===== config.mk =====
export PLATFORM = sky130hd
export DESIGN_NAME = bwpl_block_write_protect
export DESIGN_NICKNAME = d
export VERILOG_FILES = /design/src/rtl/bwpl_pkg.sv /design/src/rtl/bwpl_block_write_protect.sv
export VERILOG_INCLUDE_DIRS = /design/src /design/src/rtl
export SDC_FILE = /design/constraint.sdc
export NUM_CORES = 1
export LEC_CHECK = 0
export BUFFER_PORTS_ARGS = -buffer_cell sky130_fd_sc_hd__buf_2
export CAP_MARGIN = 10
export CORE_MARGIN = 2
export CORE_UTILIZATION = 50
export DETAILED_ROUTE_END_ITERATION = 12
export PLACE_DENSITY = 0.73
export SETUP_SLACK_MARGIN = 0.1
export SLEW_MARGIN = 15
export SYNTH_ARGS = -nofsm -noshare
export SYNTH_HDL_FRONTEND = slang
export SYNTH_SLANG_ARGS = --single-unit

===== constraint.sdc =====
create_clock -name clk -period 4.9 [get_ports clk]
set_input_delay 0.49 -clock clk [delete_from_list [all_inputs] [get_ports clk]]
set_output_delay 0.49 -clock clk [all_outputs]
set_load 0.005 [all_outputs]

===== src/rtl/bwpl_regs.svh =====
// Register offsets, field positions, opcodes and reset values of the block write protect logic.
// Assumes a 32-bit classic Wishbone slave; offsets are byte addresses.
`ifndef BWPL_REGS_SVH
`define BWPL_REGS_SVH

// ==========================================================
// Register offsets
`define BWPL_OFF_STATUS 8'h00
`define BWPL_OFF_CONFIG 8'h04
`define BWPL_OFF_RESULT 8'h08

// ==========================================================
// Status byte fields
`define BWPL_SR_WIP 0
`define BWPL_SR_WR_LATCH 1
`define BWPL_SR_BP_LO 2
`define BWPL_SR_BP_HI 5
`define BWPL_SR_QUAD 6
`define BWPL_SR_SWD 7
`define BWPL_SR_RESET 8'h00

// ==========================================================
// Config fields
`define BWPL_CFG_ORG256 0
`define BWPL_CFG_ADDR4 1
`define BWPL_CFG_BOTTOM 2
`define BWPL_CFG_RESET 3'h0

// ==========================================================
// Array geometry
`define BWPL_BLK64_SHIFT 16
`define BWPL_BLK256_SHIFT 18
`define BWPL_BLK64_TOTAL 11'h400
`define BWPL_BLK256_TOTAL 11'h100

// ==========================================================
// Opcodes
`define BWPL_OP_WR_ENABLE 8'h06
`define BWPL_OP_WRDI 8'h04
`define BWPL_OP_STATUS_WR 8'h01
`define BWPL_OP_PP3 8'h02
`define BWPL_OP_PP4 8'h12
`define BWPL_OP_PPQ3A 8'h32
`define BWPL_OP_PPQ3B 8'h38
`define BWPL_OP_PPQ4A 8'h34
`define BWPL_OP_PPQ4B 8'h3e
`define BWPL_OP_SE3A 8'hd7
`define BWPL_OP_SE3B 8'h20
`define BWPL_OP_SE4 8'h21
`define BWPL_OP_BE32_3 8'h52
`define BWPL_OP_BE32_4 8'h5c
`define BWPL_OP_BE64_3 8'hd8
`define BWPL_OP_BE64_4 8'hdc
`define BWPL_OP_CHIP_A 8'hc7
`define BWPL_OP_CHIP_B 8'h60
`define BWPL_OP_RDPV_NOWE 8'hc0
`define BWPL_OP_RDPV_WE 8'h63
`define BWPL_OP_BANKV_NOWE 8'h17
`define BWPL_OP_BANKV_WE 8'hc5

`endif


===== src/rtl/bwpl_pkg.sv =====
// Types shared by the block write protect logic.
// Assumes bwpl_regs.svh for all numeric constants.
package bwpl_pkg;

   // ==========================================================
   // Array operation kinds
   typedef enum logic [2:0] {
      BWPL_PROG,
      BWPL_ERASE_4K,
      BWPL_ERASE_32K,
      BWPL_ERASE_64K,
      BWPL_ERASE_CHIP,
      BWPL_STATUS_WR
   } bwpl_op_e;

   typedef struct packed {
      logic cs_n;
      logic sck;
      logic si;
      logic wp;
      logic hold;
   } bwpl_pins_s;

   typedef struct packed {
      logic valid;
      bwpl_op_e kind;
      logic [31:0] addr;
   } bwpl_req_s;

   typedef struct packed {
      logic valid;
      logic [7:0] opcode;
      logic [7:0] data;
   } bwpl_vol_s;

   typedef struct packed {
      bwpl_pins_s sync1;
      bwpl_pins_s sync2;
      logic prev_cs_n;
      logic prev_sck;
      logic [2:0] bit_cnt;
      logic [7:0] shift;
      logic have_op;
      logic [7:0] opcode;
      logic [2:0] nbytes;
      logic [31:0] acc;
      logic [7:0] status;
      logic [2:0] cfg;
      logic [11:0] result;
      bwpl_req_s req;
      bwpl_vol_s vol;
      logic refused;
      logic wb_ack;
      logic [31:0] wb_dat;
   } bwpl_state_s;

endpackage


===== src/rtl/bwpl_block_write_protect.sv =====
// Write protection core of a serial flash: command front end, protect range, status lock.
// Assumes SPI pins arrive asynchronously, an array engine that pulses array_done,
// and a classic Wishbone master for the register file.
`timescale 1ns/1ps
`include "bwpl_regs.svh"

module bwpl_block_write_protect #(
   parameter int ADDR_W = 26
) (
   // Clock and reset
   input wire logic clk,
   input wire logic reset,
   // Serial link pins
   input wire logic cs_n_pin,
   input wire logic sck_pin,
   input wire logic si_pin,
   input wire logic data_line_two_i,
   output logic data_line_two_o,
   output logic data_line_two_oe,
   input wire logic data_line_three_i,
   output logic data_line_three_o,
   output logic data_line_three_oe,
   // Array engine
   output logic op_valid,
   output bwpl_pkg::bwpl_op_e op_kind,
   output logic [31:0] op_addr,
   input wire logic array_done,
   // Volatile parameter writes
   output logic vol_valid,
   output logic [7:0] vol_opcode,
   output logic [7:0] vol_data,
   // Status
   output logic cmd_refused,
   output logic [7:0] status_reg,
   output logic quad_mode,
   // Wishbone slave
   input wire logic wb_cyc_i,
   input wire logic wb_stb_i,
   input wire logic wb_we_i,
   input wire logic [7:0] wb_adr_i,
   input wire logic [3:0] wb_sel_i,
   input wire logic [31:0] wb_dat_i,
   output logic [31:0] wb_dat_o,
   output logic wb_ack_o
);

   // ==========================================================
   // Protect range
   function automatic logic [10:0] prot_count(input logic [3:0] code, input logic org256);
      logic [10:0] cnt;
      cnt = 11'h000;
      if (code != 4'h0) begin
         if (org256) begin
            if (code <= 4'h8) begin
               cnt = 11'h001 << (code - 4'h1);
            end else begin
               cnt = `BWPL_BLK256_TOTAL;
            end
         end else begin
            unique case (code)
               4'hb: cnt = 11'h300;
               4'hc: cnt = 11'h380;
               4'hd: cnt = 11'h3c0;
               4'he: cnt = 11'h3e0;
               4'hf: cnt = `BWPL_BLK64_TOTAL;
               default: cnt = 11'h001 << (code - 4'h1);
            endcase
         end
      end
      return cnt;
   endfunction

   bwpl_pkg::bwpl_state_s s_ff;
   bwpl_pkg::bwpl_state_s nxt_s;
   bwpl_pkg::bwpl_pins_s pins_in;

   logic quad_en;
   logic wp_level;
   logic hold_active;
   logic cs_fall;
   logic cs_rise;
   logic sck_rise;
   logic [7:0] shifted;
   logic is_prog;
   logic is_e4;
   logic is_e32;
   logic is_e64;
   logic is_chip;
   logic is_addr4;
   logic [2:0] need;
   logic len_ok;
   logic [31:0] target;
   logic [9:0] blk;
   logic [10:0] total;
   logic [10:0] pcnt;
   logic hit;
   logic wr_latch;
   logic wb_req;
   logic [31:0] rd_dat;

   assign pins_in = '{cs_n: cs_n_pin, sck: sck_pin, si: si_pin,
                      wp: data_line_two_i, hold: data_line_three_i};

   // ==========================================================
   // Pin roles
   assign quad_en = s_ff.status[`BWPL_SR_QUAD];
   // With quad on the protect pin is a data line, so the lock cannot be asserted
   assign wp_level = quad_en | s_ff.sync2.wp;
   assign hold_active = ~quad_en & ~s_ff.sync2.hold;
   // No read path here, so the data lines are never driven
   assign data_line_two_o = 1'b0;
   assign data_line_two_oe = 1'b0;
   assign data_line_three_o = 1'b0;
   assign data_line_three_oe = 1'b0;
   assign quad_mode = quad_en;

   assign cs_fall = s_ff.prev_cs_n & ~s_ff.sync2.cs_n;
   assign cs_rise = ~s_ff.prev_cs_n & s_ff.sync2.cs_n;
   assign sck_rise = ~s_ff.prev_sck & s_ff.sync2.sck & ~s_ff.sync2.cs_n & ~hold_active;
   assign shifted = {s_ff.shift[6:0], s_ff.sync2.si};

   // ==========================================================
   // Opcode decode
   always_comb begin
      is_prog = 1'b0;
      is_e4 = 1'b0;
      is_e32 = 1'b0;
      is_e64 = 1'b0;
      is_chip = 1'b0;
      is_addr4 = s_ff.cfg[`BWPL_CFG_ADDR4];
      unique case (s_ff.opcode)
         `BWPL_OP_PP3, `BWPL_OP_PPQ3A, `BWPL_OP_PPQ3B: is_prog = 1'b1;
         `BWPL_OP_PP4, `BWPL_OP_PPQ4A, `BWPL_OP_PPQ4B: begin
            is_prog = 1'b1;
            is_addr4 = 1'b1;
         end
         `BWPL_OP_SE3A, `BWPL_OP_SE3B: is_e4 = 1'b1;
         `BWPL_OP_SE4: begin
            is_e4 = 1'b1;
            is_addr4 = 1'b1;
         end
         `BWPL_OP_BE32_3: is_e32 = 1'b1;
         `BWPL_OP_BE32_4: begin
            is_e32 = 1'b1;
            is_addr4 = 1'b1;
         end
         `BWPL_OP_BE64_3: is_e64 = 1'b1;
         `BWPL_OP_BE64_4: begin
            is_e64 = 1'b1;
            is_addr4 = 1'b1;
         end
         `BWPL_OP_CHIP_A, `BWPL_OP_CHIP_B: is_chip = 1'b1;
         default: ;
      endcase
      if (is_prog | is_e4 | is_e32 | is_e64) begin
         need = is_addr4 ? 3'd4 : 3'd3;
      end else if (s_ff.opcode == `BWPL_OP_STATUS_WR || s_ff.opcode == `BWPL_OP_RDPV_NOWE ||
                   s_ff.opcode == `BWPL_OP_RDPV_WE || s_ff.opcode == `BWPL_OP_BANKV_NOWE ||
                   s_ff.opcode == `BWPL_OP_BANKV_WE) begin
         need = 3'd1;
      end else begin
         need = 3'd0;
      end
      // Program must carry at least one data byte after its address
      len_ok = s_ff.have_op && s_ff.bit_cnt == 3'd0 &&
               (is_prog ? (s_ff.nbytes > need) : (s_ff.nbytes == need));
   end

   // ==========================================================
   // Range check on the target block
   always_comb begin
      target = is_addr4 ? s_ff.acc : {8'h00, s_ff.acc[23:0]};
      if (s_ff.cfg[`BWPL_CFG_ORG256]) begin
         blk = {2'b00, target[ADDR_W-1:`BWPL_BLK256_SHIFT]};
         total = `BWPL_BLK256_TOTAL;
      end else begin
         blk = target[ADDR_W-1:`BWPL_BLK64_SHIFT];
         total = `BWPL_BLK64_TOTAL;
      end
      pcnt = prot_count(s_ff.status[`BWPL_SR_BP_HI:`BWPL_SR_BP_LO],
                        s_ff.cfg[`BWPL_CFG_ORG256]);
      // A zero count never hits, so no separate none case is needed
      if (s_ff.cfg[`BWPL_CFG_BOTTOM]) begin
         hit = {1'b0, blk} < pcnt;
      end else begin
         hit = {1'b0, blk} >= (total - pcnt);
      end
   end

   assign wr_latch = s_ff.status[`BWPL_SR_WR_LATCH];
   assign wb_req = wb_cyc_i & wb_stb_i & ~s_ff.wb_ack;

   always_comb begin
      unique case (wb_adr_i)
         `BWPL_OFF_STATUS: rd_dat = {24'h0000_00, s_ff.status};
         `BWPL_OFF_CONFIG: rd_dat = {29'h0000_0000, s_ff.cfg};
         `BWPL_OFF_RESULT: rd_dat = {20'h0000_0, s_ff.result};
         default: rd_dat = 32'h0000_0000;
      endcase
   end

   // ==========================================================
   // Next state
   always_comb begin
      nxt_s = s_ff;
      nxt_s.req.valid = 1'b0;
      nxt_s.vol.valid = 1'b0;
      nxt_s.refused = 1'b0;
      nxt_s.wb_ack = 1'b0;
      nxt_s.sync1 = pins_in;
      nxt_s.sync2 = s_ff.sync1;
      nxt_s.prev_cs_n = s_ff.sync2.cs_n;
      nxt_s.prev_sck = s_ff.sync2.sck;

      if (array_done) begin
         nxt_s.status[`BWPL_SR_WIP] = 1'b0;
      end

      if (cs_fall) begin
         nxt_s.bit_cnt = 3'd0;
         nxt_s.have_op = 1'b0;
         nxt_s.nbytes = 3'd0;
      end else if (sck_rise) begin
         nxt_s.shift = shifted;
         nxt_s.bit_cnt = s_ff.bit_cnt + 3'd1;
         if (s_ff.bit_cnt == 3'd7) begin
            if (!s_ff.have_op) begin
               nxt_s.opcode = shifted;
               nxt_s.have_op = 1'b1;
            end else begin
               // Program data beyond the address is counted but not kept
               if (s_ff.nbytes < need) begin
                  nxt_s.acc = {s_ff.acc[23:0], shifted};
               end
               if (s_ff.nbytes != 3'd7) begin
                  nxt_s.nbytes = s_ff.nbytes + 3'd1;
               end
            end
         end
      end

      // Commands act on deselect; a busy array ignores them all
      if (cs_rise && len_ok && !s_ff.status[`BWPL_SR_WIP]) begin
         nxt_s.result = {3'b000, 1'b1, s_ff.opcode};
         if (s_ff.opcode == `BWPL_OP_WR_ENABLE) begin
            nxt_s.status[`BWPL_SR_WR_LATCH] = 1'b1;
         end else if (s_ff.opcode == `BWPL_OP_WRDI) begin
            nxt_s.status[`BWPL_SR_WR_LATCH] = 1'b0;
         end else if (s_ff.opcode == `BWPL_OP_RDPV_NOWE ||
                      s_ff.opcode == `BWPL_OP_BANKV_NOWE) begin
            nxt_s.vol = '{valid: 1'b1, opcode: s_ff.opcode, data: s_ff.acc[7:0]};
         end else if (!wr_latch && need != 3'd0 || !wr_latch && is_chip) begin
            nxt_s.result = {3'b001, 1'b0, s_ff.opcode};
            nxt_s.refused = 1'b1;
         end else if (s_ff.opcode == `BWPL_OP_RDPV_WE || s_ff.opcode == `BWPL_OP_BANKV_WE) begin
            nxt_s.vol = '{valid: 1'b1, opcode: s_ff.opcode, data: s_ff.acc[7:0]};
         end else if (s_ff.opcode == `BWPL_OP_STATUS_WR) begin
            if (s_ff.status[`BWPL_SR_SWD] && !wp_level) begin
               nxt_s.result = {3'b100, 1'b0, s_ff.opcode};
               nxt_s.refused = 1'b1;
            end else begin
               // Only the six upper bits (protect code, quad, lock) follow the byte; the write latch clears and busy sets
               nxt_s.status[`BWPL_SR_SWD:`BWPL_SR_BP_LO] =
                  s_ff.acc[`BWPL_SR_SWD:`BWPL_SR_BP_LO];
               nxt_s.status[`BWPL_SR_WR_LATCH] = 1'b0;
               nxt_s.status[`BWPL_SR_WIP] = 1'b1;
               nxt_s.req = '{valid: 1'b1, kind: bwpl_pkg::BWPL_STATUS_WR,
                             addr: 32'h0000_0000};
            end
         end else if (is_chip) begin
            if (s_ff.status[`BWPL_SR_BP_HI:`BWPL_SR_BP_LO] != 4'h0) begin
               nxt_s.result = {3'b010, 1'b0, s_ff.opcode};
               nxt_s.refused = 1'b1;
            end else begin
               nxt_s.status[`BWPL_SR_WR_LATCH] = 1'b0;
               nxt_s.status[`BWPL_SR_WIP] = 1'b1;
               nxt_s.req = '{valid: 1'b1, kind: bwpl_pkg::BWPL_ERASE_CHIP,
                             addr: 32'h0000_0000};
            end
         end else if (is_prog | is_e4 | is_e32 | is_e64) begin
            if (hit) begin
               nxt_s.result = {3'b010, 1'b0, s_ff.opcode};
               nxt_s.refused = 1'b1;
            end else begin
               nxt_s.status[`BWPL_SR_WR_LATCH] = 1'b0;
               nxt_s.status[`BWPL_SR_WIP] = 1'b1;
               nxt_s.req.valid = 1'b1;
               nxt_s.req.addr = target;
               if (is_prog) begin
                  nxt_s.req.kind = bwpl_pkg::BWPL_PROG;
               end else if (is_e4) begin
                  nxt_s.req.kind = bwpl_pkg::BWPL_ERASE_4K;
               end else if (is_e32) begin
                  nxt_s.req.kind = bwpl_pkg::BWPL_ERASE_32K;
               end else begin
                  nxt_s.req.kind = bwpl_pkg::BWPL_ERASE_64K;
               end
            end
         end else begin
            nxt_s.result = {3'b000, 1'b0, s_ff.opcode};
         end
      end

      // Wishbone: one wait state, ack dropped in the following cycle
      if (wb_req) begin
         nxt_s.wb_ack = 1'b1;
         nxt_s.wb_dat = wb_we_i ? 32'h0000_0000 : rd_dat;
         if (wb_we_i && wb_sel_i[0] && wb_adr_i == `BWPL_OFF_CONFIG) begin
            nxt_s.cfg[`BWPL_CFG_ORG256] = wb_dat_i[`BWPL_CFG_ORG256];
            nxt_s.cfg[`BWPL_CFG_ADDR4] = wb_dat_i[`BWPL_CFG_ADDR4];
            nxt_s.cfg[`BWPL_CFG_BOTTOM] = s_ff.cfg[`BWPL_CFG_BOTTOM] |
                                          wb_dat_i[`BWPL_CFG_BOTTOM];
         end
      end
   end

   // ==========================================================
   // State register
   always_ff @(posedge clk) begin
      if (reset) begin
         s_ff <= '0;
         s_ff.sync1 <= '{cs_n: 1'b1, sck: 1'b0, si: 1'b0, wp: 1'b1, hold: 1'b1};
         s_ff.sync2 <= '{cs_n: 1'b1, sck: 1'b0, si: 1'b0, wp: 1'b1, hold: 1'b1};
         s_ff.prev_cs_n <= 1'b1;
         s_ff.status <= `BWPL_SR_RESET;
         s_ff.cfg <= `BWPL_CFG_RESET;
      end else begin
         s_ff <= nxt_s;
      end
   end

   assign op_valid = s_ff.req.valid;
   assign op_kind = s_ff.req.kind;
   assign op_addr = s_ff.req.addr;
   assign vol_valid = s_ff.vol.valid;
   assign vol_opcode = s_ff.vol.opcode;
   assign vol_data = s_ff.vol.data;
   assign cmd_refused = s_ff.refused;
   assign status_reg = s_ff.status;
   assign wb_ack_o = s_ff.wb_ack;
   assign wb_dat_o = s_ff.wb_dat;

endmodule


**Yosys cells after proc, flatten, opt, wreduce, memory -nomap -nowiden**

Index checks and enable logic that the tools add are counted.
Widths: inputs -> output; s select.

- Add/subtract/negate cells: 4
- Order comparisons: 5
- Equality and inequality tests: 42
- Shift operators: 1
- Multiplexer cells: 67
- Bitwise logic cells: 29
- Reduce and logical (&&, ||, !) cells: 46

Operators with widths:

| operator | number |
|---|---|
| $mux 48 | 4 |
| $mux 36 | 4 |
| $mux 66 | 2 |
| $mux 11 | 7 |
| $mux 32 | 2 |
| $pmux 11 s5 | 1 |
| $mux 53 | 1 |
| $eq 8x6->1 const B | 6 |
| $eq 8x8->1 const B | 6 |
| $pmux 12 s3 | 1 |
| $mux 17 | 2 |
| $mux 33 | 1 |
| $eq 8x7->1 const B | 4 |
| $mux 8 | 4 |
| $mux 1 | 25 |
| $eq 8x3->1 const B | 3 |
| $mux 12 | 2 |
| $eq 4x4->1 const B | 5 |
| $eq 8x5->1 const B | 2 |
| $not 1->1 | 16 |
| $reduce_and 8->1 | 2 |
| $ne 3x3->1 const B | 5 |
| $mux 3 | 4 |
| $reduce_or 6->1 | 2 |
| other kinds (42) | 83 |

- Register bits after elaboration: 176
- Input bits: 55
- Output and inout port bits: 100
- Logic and storage cells: 226

**Longest topological paths before layout**

Gate-level depths: netlist of the first run.

- Depth after elaboration: 18
- Depth in mapped cells: 18
- Gate-level depth less buffers: 16

**Worst setup path before layout of the first run**

Ideal clock, no wire load.

- Kind: flip-flop to flip-flop
- From: register s_ff[99] (netlist bit)
- To: register s_ff, in the netlist op_addr[10]
- Setup time: 0.074 ns
- Arrival time: 3.468 ns
- Data required time: 4.826 ns
- Setup slack: 1.357 ns
- Cell stages (with the launch flop): 18
- Path buffers: 3
- Clock period less this slack: 3.543 ns
- Cells stage by stage: dfxtp_1 -> clkbuf_1 -> clkbuf_1 -> nand2_1 -> nand2_1 -> o211ai_1 -> ha_1 -> a41oi_1 -> xor2_1 -> ha_1 -> nor3_1 -> o21ai_0 -> o31ai_1 -> o221ai_2 -> nor3_2 -> buf_2 -> nand2_1 -> o21ai_0

- Cells in the longest elaborated chain, start to end: 7
- Elaborated cells on any way between the ends: 10
- Those cells by class: add/sub: 1; order compare: 2; eq/ne: 1; mux: 5; reduce/logical: 1

RTL lines:

| element | line | RTL |
|---|---|---|
| start: declaration | bwpl_block_write_protect.sv:73 | `bwpl_pkg::bwpl_state_s s_ff;` |
| start signal: assignment | bwpl_block_write_protect.sv:328 | `s_ff <= nxt_s;` |
| $mux 11 | bwpl_block_write_protect.sv:53 | `if (org256) begin` |
| $mux 11 | bwpl_block_write_protect.sv:52 | `if (code != 4'h0) begin` |
| $sub 11x11->11 | bwpl_block_write_protect.sv:186 | `hit = {1'b0, blk} >= (total - pcnt);` |
| $ge 10x11->1 | bwpl_block_write_protect.sv:186 |  |
| $mux 1 * | bwpl_block_write_protect.sv:183 | `` if (s_ff.cfg[`BWPL_CFG_BOTTOM]) begin `` |
| $ne 3x2->1 (no line) * | n/a |  |
| $reduce_and 10->1 (no line) * | n/a |  |

Every way passes the cells marked *; elsewhere a longest branch is shown, timed or not.
A chain may end at the register's enable or synchronous reset.

**Final worst setup path of the first run**

- From: register s_ff[147] (netlist bit)
- To: register s_ff, in the netlist op_addr[1]

- Cells in the longest elaborated chain, start to end: 13
- Elaborated cells on any way between the ends: 73
- Those cells by class: order compare: 3; eq/ne: 26; mux: 15; bitwise: 8; reduce/logical: 21

RTL lines:

| element |
|---|
| branches (longest 13 deep; another with $ge 10x11->1) |

Several ways; the timed one is not identified.

==> results.toml, run 1 <==
[status]
status = "finished, final reports clean"

[critical_path]
path_delay_family = "simple AND/OR/NAND/NOR gates"
cpMaxStageDelayCell = "dfxtp_1"
r2r_start = "s_ff[147]"
crit_path_end_kind = "register"
r2r_cells = 15
crit_start = "s_ff[147]"
path_class = "register to register"
max_stage_delay_ns = 0.68
arrival_ns = 4.59
cp-start-kind = "register"
critPathRequiredTime_ns = 5.25
path_common_cell = "o21ai_0"
crit_chain = "and3_1 > o211ai_1 > a21boi_1 > nor2_1 > or2_2 > ha_1 > nor2b_1 > o21a_1 > o21ai_0 > mux2_4 > nor3_4 > and4_1 > nand2_1 > buf_4 > o21ai_0"
worstPathBufferInverterCount = 1
crit_cells = 15
critPathMaxFanout = 26

[pwr]
ir_drop_mv = 0.284
power.static_leakage_nw = 3.49
powerDensity_mw_per_mm2 = 296

[min_path]
hold_path.class = "input port to register"
hp-start = "data_line_three_i"
hold_depth = 2

[cts]
cts.path.max_buffers = 2
post_cts_buffers = 0
htreeDepth = 4
clock_latency_ns = 0.43
cts_resized = 0
hold_buffers = 0
cts_tree = "yes"
clkTransAtPathRegs_ns = 0.06
cts.sinks = 156
numCtsBuffers = 17
cts-root-buf = "clkbuf_16"

[floorplan]
start_util_pct = 51.2
die_y_um = 132
core_mm2 = 0.0159
die_area_mm2 = 0.0174
ios = 155
rows = 46
die_w_um = 132

[route]
routedWlPerCell_um = 15.0
routed_wl_mm = 18.1
ant_nets = 0
drc = 0
vias_per_cell = 5.31
drt_iter0_drc = 466
drt_pre_antenna_iters = 5
vias = 6425

[timing]
rsz0062_at_grt = "false"
tightest_slew_ns = 0.956
tns_ns = 0
fin_skew_ns = 0.00860
max_clock_freq_ghz = 0.235
maxSlewHeadroom_pct = 36.3
final_max_slew_viol_count = 0
hold_viol_final = 0
fin_crit_sh_pct = 86.7
period_minus_slack_ns = 4.25
setup_viol = 0

[global_route]
overflow = 0
antenna_found_initial = 0
grt_start_max_net_pins = 95
grt_pass1_wl_mm = 29.6
grtUsageTotal_pct = 21.1
first_global_vias = 5793

[placement]
portBuffers = 98
dp_hpwl_mm = 12.4
gp_congestion = 0.866

[logic_synthesis]
ys_seq_area_share_pct = 38.3
avgSynthCellArea_um2 = 8.32
synth-seq-cells = 156
synthAdderAreaFrac_pct = 4.45
yosysUniqueCellTypes = 62
synth_compound_area_share_pct = 13.2
synth_top_cell_area_share_pct = 38.3
synth-xor-area-share_pct = 0.751
synth_top_family_by_area = "simple AND/OR/NAND/NOR gates"
synth-async-reset-ratio_pct = 0
synth_top_area_cell = "dfxtp_1"
synthMuxAreaShare_pct = 8.39
synth-edff-count = 0
synthFlopType = "dfxtp_1"
synth_area_mm2 = 0.00816
synth_cells = 981
yosys_warnings = 0
synth_simple_gate_area_share_pct = 22.4
synthTopCellsByArea = "dfxtp_1, buf_4, mux2i_1"

[final_layout]
fin_util_pct = 54.6
largest_register_ffs = 74
layout_common_cells = "dfxtp_1, nand2_1, nor2_1, buf_2, o21ai_0"
top_register = "s_ff"
drive_gt1_share_pct = 17.1
layout_commonest_cell = "dfxtp_1"
regArea_mm2 = 0.00312
area_growth_pct = 6.58
fillers = 1495
multi_input_area_mm2 = 0.00410
nNetsFinal = 1064
antenna_cells = 0

[job]
cap_violations = 0
[routing by layer]
layer / vias up / routed length, um / global-route usage, %
met1: 3016 / 8260 / 28.0
met5: - / 0 / 0
li1: 3242 / - / -
met2: 151 / 8810 / 34.1
met3: 16 / 833 / 5.54
met4: 0 / 184 / 5.56
[layout make-up]
| type | count | area share [%] |
|---|---|---|
| well taps | 216 | 3.11 |
| clock inverters | 14 | 1.44 |
| multi-input cells | 682 | 47.2 |
| flip-flops and latches | 156 | 35.9 |
| inverters | 12 | 0.518 |
| repair buffers | 111 | 6.79 |
| clock buffers | 18 | 5.05 |
[synthesized netlist by cell type (4+ instances only)]
cell / n
dfxtp_1: 156
nand2_1: 121
nor2_1: 97
buf_4: 96
o21ai_0: 63
a21oi_1: 60
mux2i_1: 59
nor2b_1: 43
clkbuf_1: 35
ha_1: 29
nand2b_1: 21
buf_2: 17
o21ai_1: 16
nand3_1: 14
inv_1: 12
nand4_1: 12
nor3_1: 12
or2_2: 9
mux2_2: 7
a32oi_1: 6
and3_1: 6
o211ai_1: 6
and2_1: 5
and4_1: 4
buf_1: 4
nor3b_1: 4
o2111ai_1: 4
o21a_1: 4
xnor2_1: 4
[worst paths after layout]
kind,end,slack (ns)
max reg2reg,op_addr[1],0.65
max,op_addr[1],0.65
min reg2reg,s_ff[168],0.41
min,nxt_s[167],0.24
[kinds of logic after synthesis]
group | after synthesis
other | 1
adder cells (fa/ha/maj) | 29
AND/OR/NAND/NOR | 370
multiplexers | 67
XOR/XNOR | 7
flip-flops | 156
AO/OA/AOI/OAI | 185
buffers and inverters | 166
[power breakdown]
group          leakage, nW  switching (mW)  total (mW)  internal, mW
clock                0.271           0.570        1.25         0.680
combinational         1.96          0.0332      0.0474        0.0142
sequential            1.26         0.00222        1.27          1.27
total                 3.49           0.605        2.57          1.97
[per-stage QoR]
stage | setup slack [ns] | hold WS, ns | std cells | area (um^2) | power, mW
finish | 0.652 | 0.235 | 1209 | 8700 | 2.57
global route | 0.288 | 0.218 | 1209 | 8700 | 2.67
CTS | 0.677 | 0.219 | 1209 | 8700 | 2.60
detailed placement | 0.703 | 0.394 | 1177 | 8130 | 1.35
global placement | 0.783 | 0.391 | 1177 | 8130 | 1.35
floorplan | 1.36 | 0.389 | 1004 | 8250 | 1.35
Note: power is estimated with default switching activity, not from simulation.
==> run 2, diff against run 1 <==
--- a/config.mk
+++ b/config.mk
@@ -9,10 +9,11 @@
 export BUFFER_PORTS_ARGS = -buffer_cell sky130_fd_sc_hd__buf_2
 export CAP_MARGIN = 10
 export CORE_MARGIN = 2
-export CORE_UTILIZATION = 50
+export CORE_UTILIZATION = 55
 export DETAILED_ROUTE_END_ITERATION = 12
-export PLACE_DENSITY = 0.73
+export PLACE_DENSITY = 0.79
 export SETUP_SLACK_MARGIN = 0.1
+export SKIP_LAST_GASP = 1
 export SLEW_MARGIN = 15
 export SYNTH_ARGS = -nofsm -noshare
 export SYNTH_HDL_FRONTEND = slang
==> run 2 against run 1 <==
Sequential share of layout area down 0.13 points. Critical path depth unchanged. Hold slack better by 0.0074 ns.
==> results.toml, run 2 (synthesized netlist as in run 1, its figures left out) <==
[status]
status = "finished, final reports clean"

[placement]
gp_congestion = 0.895
placed_area_mm2 = 0.00810
place_ws_ns = 0.705
portBuffers = 98
dp_hpwl_mm = 12.2
post-place-cells = 1146

[route]
drt_iter0_drc = 457
drc = 0
routed_wl_mm = 18.1
vias = 6484
routedWlPerCell_um = 15.3
ant_nets = 0
vias_per_cell = 5.51
drt_pre_antenna_iters = 7

[critical_path]
crit_chain = "xor2_1 > a41oi_1 > a21boi_1 > nor2_1 > or2_2 > ha_1 > nor2b_1 > o21a_1 > o21ai_0 > mux2_4 > nor3_4 > and4_1 > nand2_1 > buf_4 > o21ai_0"
crit_path_end_kind = "register"
worstPathBufferInverterCount = 1
path_class = "register to register"
cpMaxStageDelayCell = "dfxtp_1"
path_delay_family = "simple AND/OR/NAND/NOR gates"
max_stage_delay_ns = 0.68
path_common_cell = "o21ai_0"
arrival_ns = 4.59
critPathMaxFanout = 26
cp-start-kind = "register"
critPathRequiredTime_ns = 5.25

[final_layout]
fillers = 1297
drive_gt1_share_pct = 17.0
nNetsFinal = 1065
antenna_cells = 0
multi_input_area_mm2 = 0.00410
top_register = "s_ff"
largest_register_ffs = 74
final_cell_area_mm2 = 0.00873
stdcell_count = 1177
layout_common_cells = "dfxtp_1, nand2_1, nor2_1, buf_2, o21ai_0"
area_growth_pct = 6.98
regArea_mm2 = 0.00312
layout_commonest_cell = "dfxtp_1"

[global_route]
first_global_vias = 6007
overflow = 0
grt_pass1_wl_mm = 29.5
antenna_found_initial = 0
grt_start_max_net_pins = 105
grtUsageTotal_pct = 22.9

[pwr]
ir_drop_mv = 0.227
power.static_leakage_nw = 3.53
powerDensity_mw_per_mm2 = 310
finalPower_mw = 2.71

[timing]
max_clock_freq_ghz = 0.236
fin_ws_ns = 0.662
rsz0062_at_grt = "false"
fin_skew_ns = 0.00515
tns_ns = 0
hold_viol_final = 0
period_minus_slack_ns = 4.24
final_max_slew_viol_count = 0
maxSlewHeadroom_pct = 30.7
fin_crit_sh_pct = 86.5
tightest_slew_ns = 1.04
setup_viol = 0

[cts]
cts-root-buf = "clkbuf_16"
post_cts_buffers = 0
htreeDepth = 4
clock_latency_ns = 0.43
cts.path.max_buffers = 2
clkTransAtPathRegs_ns = 0.06
hold_buffers = 0
numCtsBuffers = 17
cts_tree = "yes"
cts_resized = 0
cts.sinks = 156

[min_path]
hold_path.class = "input port to register"

[floorplan]
start_util_pct = 56.1
die_area_mm2 = 0.0158
die_w_um = 126
die_y_um = 126
rows = 44
core_mm2 = 0.0145
ios = 155

[job]
cap_violations = 0
-- run 2: cell count changes in the layout (fill, tap and decap cells not counted), sizes merged --
cell / change
inv: -6
clkbuf: +5
bufinv: +3
clkinv: -2
buf: +1
clkinvlp: -1
-- run 2: area by class of cell --
cell class                      instances  area share [%]
Tap cell                              184            2.64
Timing Repair Buffer                  112            6.85
Inverter                               12           0.516
Clock buffer                           23            5.70
Multi-Input combinational cell        682            47.0
Clock inverter                          8            1.50
Sequential cell                       156            35.8
-- run 2: where the power goes --
group	internal (mW)	switching [mW]	leakage [nW]	total [mW]
clock	0.870	0.517	0.302	1.39
sequential	1.27	0.00228	1.26	1.28
combinational	0.0142	0.0332	1.97	0.0474
-- run 2: final timing paths --
kind / depth (start not counted) / slack [ns] / endpoint / start
max: 15 / 0.66 / op_addr[2] / s_ff[147]
min reg2reg: 1 / 0.41 / nxt_s[166] / nxt_s[171]
max reg2reg: 15 / 0.66 / op_addr[2] / s_ff[147]
min: 2 / 0.24 / nxt_s[167] / data_line_three_i
-- run 2: per-stage QoR --
| stage | util [%] | hold WS (ns) |
|---|---|---|
| final | 60.1 | 0.243 |
| after global placement | 55.7 | 0.391 |
| after global routing | 60.1 | 0.231 |
| after floorplan | - | 0.389 |
| after CTS | 60.1 | 0.232 |
| after detailed placement | 55.7 | 0.396 |
-- run 2: layer usage --
metal	part of all wire (%)	up-vias	track usage, %
li1	-	3240	-
met1	44	3034	28.7
met2	49	182	38.6
met3	5.0	28	5.82
met4	2.1	0	8.14
met5	0	-	0
==> run 3, diff against run 2 <==
--- a/config.mk
+++ b/config.mk
@@ -6,10 +6,12 @@
 export SDC_FILE = /design/constraint.sdc
 export NUM_CORES = 1
 export LEC_CHECK = 0
+export ABC_AREA = 1
 export BUFFER_PORTS_ARGS = -buffer_cell sky130_fd_sc_hd__buf_2
-export CAP_MARGIN = 10
+export CAP_MARGIN = 20
 export CORE_MARGIN = 2
 export CORE_UTILIZATION = 55
+export CTS_BUF_LIST = sky130_fd_sc_hd__clkbuf_16
 export DETAILED_ROUTE_END_ITERATION = 12
 export PLACE_DENSITY = 0.79
 export SETUP_SLACK_MARGIN = 0.1
==> run 3 against run 2 <==
Area after synthesis shrank 0.15%. Clock power fell by 12%. Hold slack about the same.
==> results.toml, run 3 <==
[cts]
cts.sinks = 156
clkTransAtPathRegs_ns = 0.06
cts_resized = 0
cts.path.max_buffers = 2
numCtsBuffers = 17
post_cts_buffers = 0
hold_buffers = 0
cts_tree = "yes"
htreeDepth = 4
clock_latency_ns = 0.43
cts-root-buf = "clkbuf_16"

[critical_path]
critPathMaxFanout = 18
crit_path_end_kind = "register"
path_class = "register to register"
r2r_start = "s_ff[145]"
arrival_ns = 4.50
critPathRequiredTime_ns = 5.26
crit_start = "s_ff[145]"
cp-start-kind = "register"

[route]
routedWlPerCell_um = 14.0
ant_nets = 0
vias_per_cell = 5.10
drt_iter0_drc = 522
drt_pre_antenna_iters = 5
vias = 6803
drc = 0
routed_wl_mm = 18.7

[placement]
place_ws_ns = 0.823
portBuffers = 98
dp_hpwl_mm = 13.8
gp_congestion = 0.929
post-place-cells = 1303

[status]
status = "finished, final reports clean"

[global_route]
grt_pass1_wl_mm = 30.5
grt_start_max_net_pins = 67
overflow = 0
grtUsageTotal_pct = 24.0
first_global_vias = 6409
antenna_found_initial = 0

[logic_synthesis]
synth-seq-cells = 156
synth_cells = 1127
yosys_warnings = 0
synth_area_mm2 = 0.00815
synthFlopType = "dfxtp_1"
synth-edff-count = 0
synthTopCellsByArea = "dfxtp_1, buf_4, a21oi_1"
ys_seq_area_share_pct = 38.3
synth_top_cell_area_share_pct = 38.3
synth_most_common_cell = "dfxtp_1"
yosysUniqueCellTypes = 46
avgSynthCellArea_um2 = 7.23
synth-async-reset-ratio_pct = 0
synth_top_area_cell = "dfxtp_1"
synth_commonest_cells = "dfxtp_1, inv_1, nand2_1"

[pwr]
ir_drop_mv = 0.253
finalPower_mw = 2.56
powerDensity_mw_per_mm2 = 297
power.static_leakage_nw = 3.95

[timing]
maxSlewHeadroom_pct = 44.3
period_minus_slack_ns = 4.14
setup_viol = 0
fin_crit_sh_pct = 84.6
tns_ns = 0
max_clock_freq_ghz = 0.241
fin_ws_ns = 0.755
tightest_slew_ns = 0.835
hold_viol_final = 0
fin_skew_ns = 0.00716
rsz0062_at_grt = "false"
final_max_slew_viol_count = 0

[final_layout]
antenna_cells = 0
largest_register_ffs = 74
layout_commonest_cell = "dfxtp_1"
area_growth_pct = 6.04
nNetsFinal = 1222
stdcell_count = 1335
layout_common_cells = "dfxtp_1, inv_1, nand2_1"
fin_util_pct = 59.7
top_register = "s_ff"
drive_gt1_share_pct = 16.5
fillers = 1391

[min_path]
hold_path.class = "input port to register"
hp-start = "cs_n_pin"

[job]
cap_violations = 0

[floorplan]
rows = 44
start_util_pct = 56.3
die_area_mm2 = 0.0158
die_w_um = 126
die_y_um = 126
ios = 155
core_mm2 = 0.0145
## run 3: cell types whose count changed after synthesis, moves of 21 or more
| cell | before | now |
|---|---|---|
| nand2_1 | 121 | 144 |
| nor2b_1 | 43 | 0 |
| nor2_1 | 97 | 135 |
| o21ai_0 | 63 | 93 |
| a21oi_1 | 60 | 114 |
| nand2b_1 | 21 | 0 |
| inv_1 | 12 | 145 |
| mux2i_1 | 59 | 0 |
## run 3: logic make-up (layout without fill, tap and decap cells)
kind of cell,count (synthesis),count (layout),share of synthesized area (%)
other,1,24,0.0460
XOR/XNOR,5,5,0.538
adder cells (fa/ha/maj),29,29,4.45
buffers and inverters,302,303,19.1
AO/OA/AOI/OAI,251,251,16.4
AND/OR/NAND/NOR,383,383,21.2
flip-flops,156,156,38.3
## run 3: per-layer routing
metal | track usage (%) | wire length, um | vias to the layer above
met5 | 0 | 0 | -
li1 | - | - | 3530
met3 | 5.01 | 909 | 25
met2 | 41.5 | 9040 | 148
met1 | 30.3 | 8450 | 3100
met4 | 6.67 | 310 | 0
## run 3: through the flow
| stage | area (um^2) | hold WS (ns) |
|---|---|---|
| after floorplan | 8230 | 0.388 |
| after global placement | 8100 | 0.391 |
| after detailed placement | 8100 | 0.393 |
| after CTS | 8640 | 0.230 |
| after global routing | 8640 | 0.240 |
| final | 8640 | 0.242 |
## run 3: layout make-up
cell class | instances | area, um^2 | area share, %
inverters | 164 | 616 | 7.13
clock inverters | 15 | 116 | 1.35
clock buffers | 17 | 425 | 4.92
flip-flops and latches | 156 | 3120 | 36.1
multi-input cells | 692 | 3560 | 41.2
well taps | 184 | 230 | 2.66
repair buffers | 107 | 571 | 6.60
## run 3: path summary, 6_finish.rpt
path,endpoint,slack (ns),cells after the start
setup / recovery,op_addr[13],0.76,26
hold / removal,nxt_s[171],0.24,2
setup reg to reg,op_addr[13],0.76,26
hold reg to reg,s_ff[169],0.40,2
## run 3: worst max-delay path, cell delays in order, from the launching register on
cell	delay, ns
dfxtp_1	0.48
inv_2	0.08
nand2_1	0.13
nor3_1	0.07
o21ai_2	0.15
nand2_1	0.08
nor4_1	0.28
inv_1	0.21
nand2_1	0.21
o21ai_0	0.14
ha_1	0.33
nand2_1	0.09
inv_1	0.04
a21oi_1	0.14
nand2_1	0.06
nand2_1	0.05
nand3_1	0.09
nand2_1	0.07
nand3_1	0.06
nand2_1	0.06
inv_1	0.04
nand2_1	0.09
nand3_1	0.37
buf_4	0.37
nor2_1	0.11
o21ai_0	0.11
a21oi_1	0.16
## run 3: power by group
part | switching (mW) | internal, mW | total, mW
Sequential | 0.00271 | 1.27 | 1.28
Clock | 0.495 | 0.728 | 1.22
Combinational | 0.0440 | 0.0185 | 0.0625
